## src/fcc_pkg.sv

```systemverilog
// package: register map, field layout and types of the flash code checker
package fcc_pkg;
    // register offsets
    localparam logic [7:0] FCC_SUSPEND_KEY_ADDR = 8'h8e;
    localparam logic [7:0] FCC_POWER_CONTROL_ADDR = 8'h87;
    localparam logic [7:0] FCC_CHECK_CONTROL_ADDR = 8'hac;
    localparam logic [7:0] FCC_RESULT_LOW_ADDR = 8'had;
    localparam logic [7:0] FCC_RESULT_HIGH_ADDR = 8'hae;
    localparam logic [7:0] FCC_IRQ_STATUS_ADDR = 8'hb8;
    localparam logic [7:0] FCC_IRQ_ENABLE_ADDR = 8'hb9;
    localparam logic [7:0] FCC_IRQ_CLEAR_ADDR = 8'hba;
    // control field positions
    localparam int FCC_START_BIT = 7;
    localparam int FCC_DONE_BIT = 6;
    localparam int FCC_IDLE_BIT = 0;
    localparam int FCC_PDOWN_BIT = 1;
    // irq status/enable layout
    localparam int FCC_EV_DONE = 0;
    localparam int FCC_EV_WAKE = 1;
    localparam int FCC_EV_N = 2;
    // reset values and constants
    localparam logic [7:0] FCC_BYTE_RESET = 8'h00;
    localparam logic [7:0] FCC_SUSPEND_KEY_VALUE = 8'h55;
    localparam logic [15:0] FCC_POLY = 16'h1021;
    localparam logic [15:0] FCC_SPAN_UNIT = 16'h0800;
    localparam logic [15:0] FCC_TAIL_BYTES = 16'h0002;
    localparam int FCC_MAX_RANGE = 15;

    typedef enum logic [1:0] {FCC_IDLE, FCC_FETCH, FCC_WAIT} fcc_state_t;

    // register bus request
    typedef struct packed {
        logic [7:0] addr;
        logic [7:0] wdata;
        logic wr;
        logic rd;
    } fcc_bus_t;

    // flash port towards the program memory
    typedef struct packed {
        logic req;
        logic [15:0] addr;
    } fcc_flash_req_t;
endpackage

```

## src/fcc_crc_byte.sv

```systemverilog
// crc step: folds one byte into the 16-bit code, msb first
`timescale 1ns/10ps
module fcc_crc_byte
    import fcc_pkg::*;
(
    input wire logic [15:0] crc_in,
    input wire logic [7:0] data_in,
    output logic [15:0] crc_out
);
    logic [15:0] stage [0:8];

    assign stage[0] = crc_in;
    // one polynomial shift per data bit, bit 7 first
    genvar i;
    generate
        for (i = 0; i < 8; i++) begin : g_bit
            assign stage[i+1] = (stage[i][15] ^ data_in[7-i])
                ? ({stage[i][14:0], 1'b0} ^ FCC_POLY) : {stage[i][14:0], 1'b0};
        end
    endgenerate
    assign crc_out = stage[8];
endmodule

```

## config.mk

```make
export PLATFORM = sky130hd
export DESIGN_NAME = fcc_crc_byte
export DESIGN_NICKNAME = d
export VERILOG_FILES = /design/src/fcc_pkg.sv /design/src/fcc_crc_byte.sv
export SDC_FILE = /design/constraint.sdc
export NUM_CORES = 1
export LEC_CHECK = 0
export ABC_CLOCK_PERIOD_IN_PS = 3660
export BUFFER_PORTS_ARGS = -buffer_cell sky130_fd_sc_hd__buf_2
export CORE_AREA = 2 2 39 41
export DETAILED_ROUTE_END_ITERATION = 16
export DIE_AREA = 0 0 41 43
export GPL_TIMING_DRIVEN = 0
export PLACE_DENSITY = 0.7
export RECOVER_POWER = 50
export SLEW_MARGIN = 40
export SYNTH_ARGS = -nofsm -noshare
export SYNTH_HDL_FRONTEND = slang
export SYNTH_SLANG_ARGS = --single-unit
```

## constraint.sdc

```tcl
create_clock -name vclk -period 3.66
set_clock_uncertainty 0.15 [all_clocks]
set_input_delay 0.915 -clock vclk [all_inputs]
set_output_delay 0.915 -clock vclk [all_outputs]
set_load 0.1 [all_outputs]
```

==> flow_summary.json <==
{
  "relSlewSlack": 0.228,
  "drc": 0,
  "worst_setup_path_start_kind": "input port",
  "setup_viol_count_final": 0,
  "syn_nets": 49,
  "cp_slowest_cell": "sky130_fd_sc_hd__clkbuf_1",
  "max_slew.worst_pin.slew_ps": 1160,
  "placement.io_buffers": 40,
  "outcome": "completed",
  "endpoints_failing_hold": 0,
  "overflow": 0,
  "antenna_violations_before_repair": 0,
  "antenna_cells_inserted": 0,
  "place_inst": 81,
  "setup-tns-final_ps": 0,
  "powerDensity_nw_per_um2": 679,
  "vias": 334,
  "syn-instance-count": 25,
  "totalPowerFinal_w": 0.000460,
  "io-pin-count": 40,
  "grt_max_degree": 6,
  "worstPathRequired_ps": 2590,
  "route.antenna.remaining_nets": 0,
  "worst_hold_path.endpoint": "crc_out[10]",
  "timing.hold.worst_path_depth": 3,
  "cpLargestDelayFamily": "buffers and inverters",
  "final_max_slew_viol_count": 0,
  "grt_first_pass_wirelength_um": 1100,
  "place_congestion": 0.607,
  "layout_worst_path_cycle_share": 0.911,
  "syn_avg_cell_area_um2": 16.1,
  "unrepaired_setup_endpoints_after_global_routing": "false",
  "post_cts.resized_instances": 0,
  "gr-usage-all-layers": 0.0832,
  "critical_path.max_stage_delay_ps": 890,
  "post_route_cells_drive_above_1_share": 0.769,
  "number_of_global_route_vias_before_repair": 307,
  "finish.utilization": 0.490,
  "dieArea_um2": 1760,
  "placement.cell_area_um2": 679,
  "die_y_um": 43,
  "fmaxAchievable_ghz": 0.300,
  "worstPathCellList": "buf_2 > xnor2_2 > inv_1 > clkbuf_1",
  "peakVddDrop_uv": 332,
  "leakage_nw": 0.396,
  "initial_core_util": 0.291,
  "drv.max_cap_violation_count": 0,
  "fp.dieW_um": 41,
  "worstHoldStart": "crc_in[2]",
  "crit_start": "data_in[4]",
  "synth.yosys.warnings": 0,
  "layout.area.seq_um2": 0,
  "nNetsFinal": 91,
  "num-clock-buffers": 0,
  "drt_iter0_drc": 0,
  "critical_path_peak_fanout": 4,
  "period_minus_slack_ps": 3340,
  "place.detailed.hpwl_um": 693,
  "seq_area_frac_synth": 0,
  "criticalPathCategory": "input port to primary output",
  "floorplan_core_area_um2": 1380,
  "postCtsSetupBuffers": 0,
  "unique_masters_post_synth": 7,
  "syn_to_final_growth_pct": 68.3,
  "postRouteWirelength_um": 729,
  "final_cells": 81,
  "vias_per_cell": 4.12,
  "cp_data_arrival_time_ps": 2270,
  "num_rows": 14,
  "synth.cell_area_um2": 403,
  "avgRoutedWirePerCell_um": 9.00,
  "finalInstanceArea_um2": 678,
  "sequential_cell_total": 0,
  "end_kind": "primary output",
  "buf_inv_on_cp": 3,
  "drt_pass1_iterations": 1,
  "hold_buffers": 0,
  "min-delay-path-class": "input port to primary output"
}
## cell usage in the layout, fill, tap and decap left out
cell type,netlist,routed
sky130_fd_sc_hd__buf_2,0,32
sky130_fd_sc_hd__clkbuf_1,0,1
sky130_fd_sc_hd__clkbuf_2,0,7
sky130_fd_sc_hd__inv_1,1,1
sky130_fd_sc_hd__xnor2_1,7,3
sky130_fd_sc_hd__xnor2_2,3,6
sky130_fd_sc_hd__xnor2_4,2,3
sky130_fd_sc_hd__xnor3_1,5,5
sky130_fd_sc_hd__xor2_1,3,1
sky130_fd_sc_hd__xor2_2,0,2
sky130_fd_sc_hd__xor3_1,4,4
## cell families after synthesis
family	Yosys count	synth area share
XOR/XNOR	24	0.991
buffers and inverters	1	0.00931
## cells in the mapped netlist
library cell	count	area [um^2]
sky130_fd_sc_hd__xnor2_1	7	61.3
sky130_fd_sc_hd__xor3_1	4	95.1
sky130_fd_sc_hd__xnor2_4	2	55.1
sky130_fd_sc_hd__xor2_1	3	26.3
sky130_fd_sc_hd__inv_1	1	3.75
sky130_fd_sc_hd__xnor3_1	5	113
sky130_fd_sc_hd__xnor2_2	3	48.8
## cell type report
cell class         count  area (um^2)
fillers              131          706
inverters              1         3.75
multi-input cells     24          455
well taps             16         20.0
repair buffers        40          199
## per-stage QoR
step,hold slack [ps],worst slack (ps)
2_1_floorplan,2020,-55.1
3_3_place_gp,2120,479
3_5_place_dp,2120,434
4_1_cts,2130,434
5_1_grt,2230,268
6_report,2200,325
## where the power goes
| part | leakage (nW) | internal, W | switching [W] |
|---|---|---|---|
| registers | 0 | 0 | 0 |
| logic | 0.396 | 0.000101 | 0.000360 |
| clock network | 0 | 0 | 0 |
## per-layer routing
metal  up-vias  wire length, um  track usage  share of wire
li1        162                -            -              -
met1       148              218       0.0767           0.30
met2        24              395        0.181           0.54
met3         0              114      0.00524           0.16
met4         0                0            0              0
met5         -                0            0              0
## how the worst max path moves through the flow
stage | endpoint | slack, ps | depth (start not counted)
detailed placement | crc_out[7] | 430 | 4
floorplan | crc_out[1] | -60 | 2
global route | crc_out[4] | 270 | 4
finish | crc_out[4] | 320 | 4
global placement | crc_out[7] | 480 | 4
CTS | crc_out[7] | 430 | 4
## tightest hold or removal path, cell delays in order
cell and delay (ps):
sky130_fd_sc_hd__buf_2 100, sky130_fd_sc_hd__xnor2_2 60, sky130_fd_sc_hd__clkbuf_2 360
Note: power is estimated with default switching activity, not from simulation.
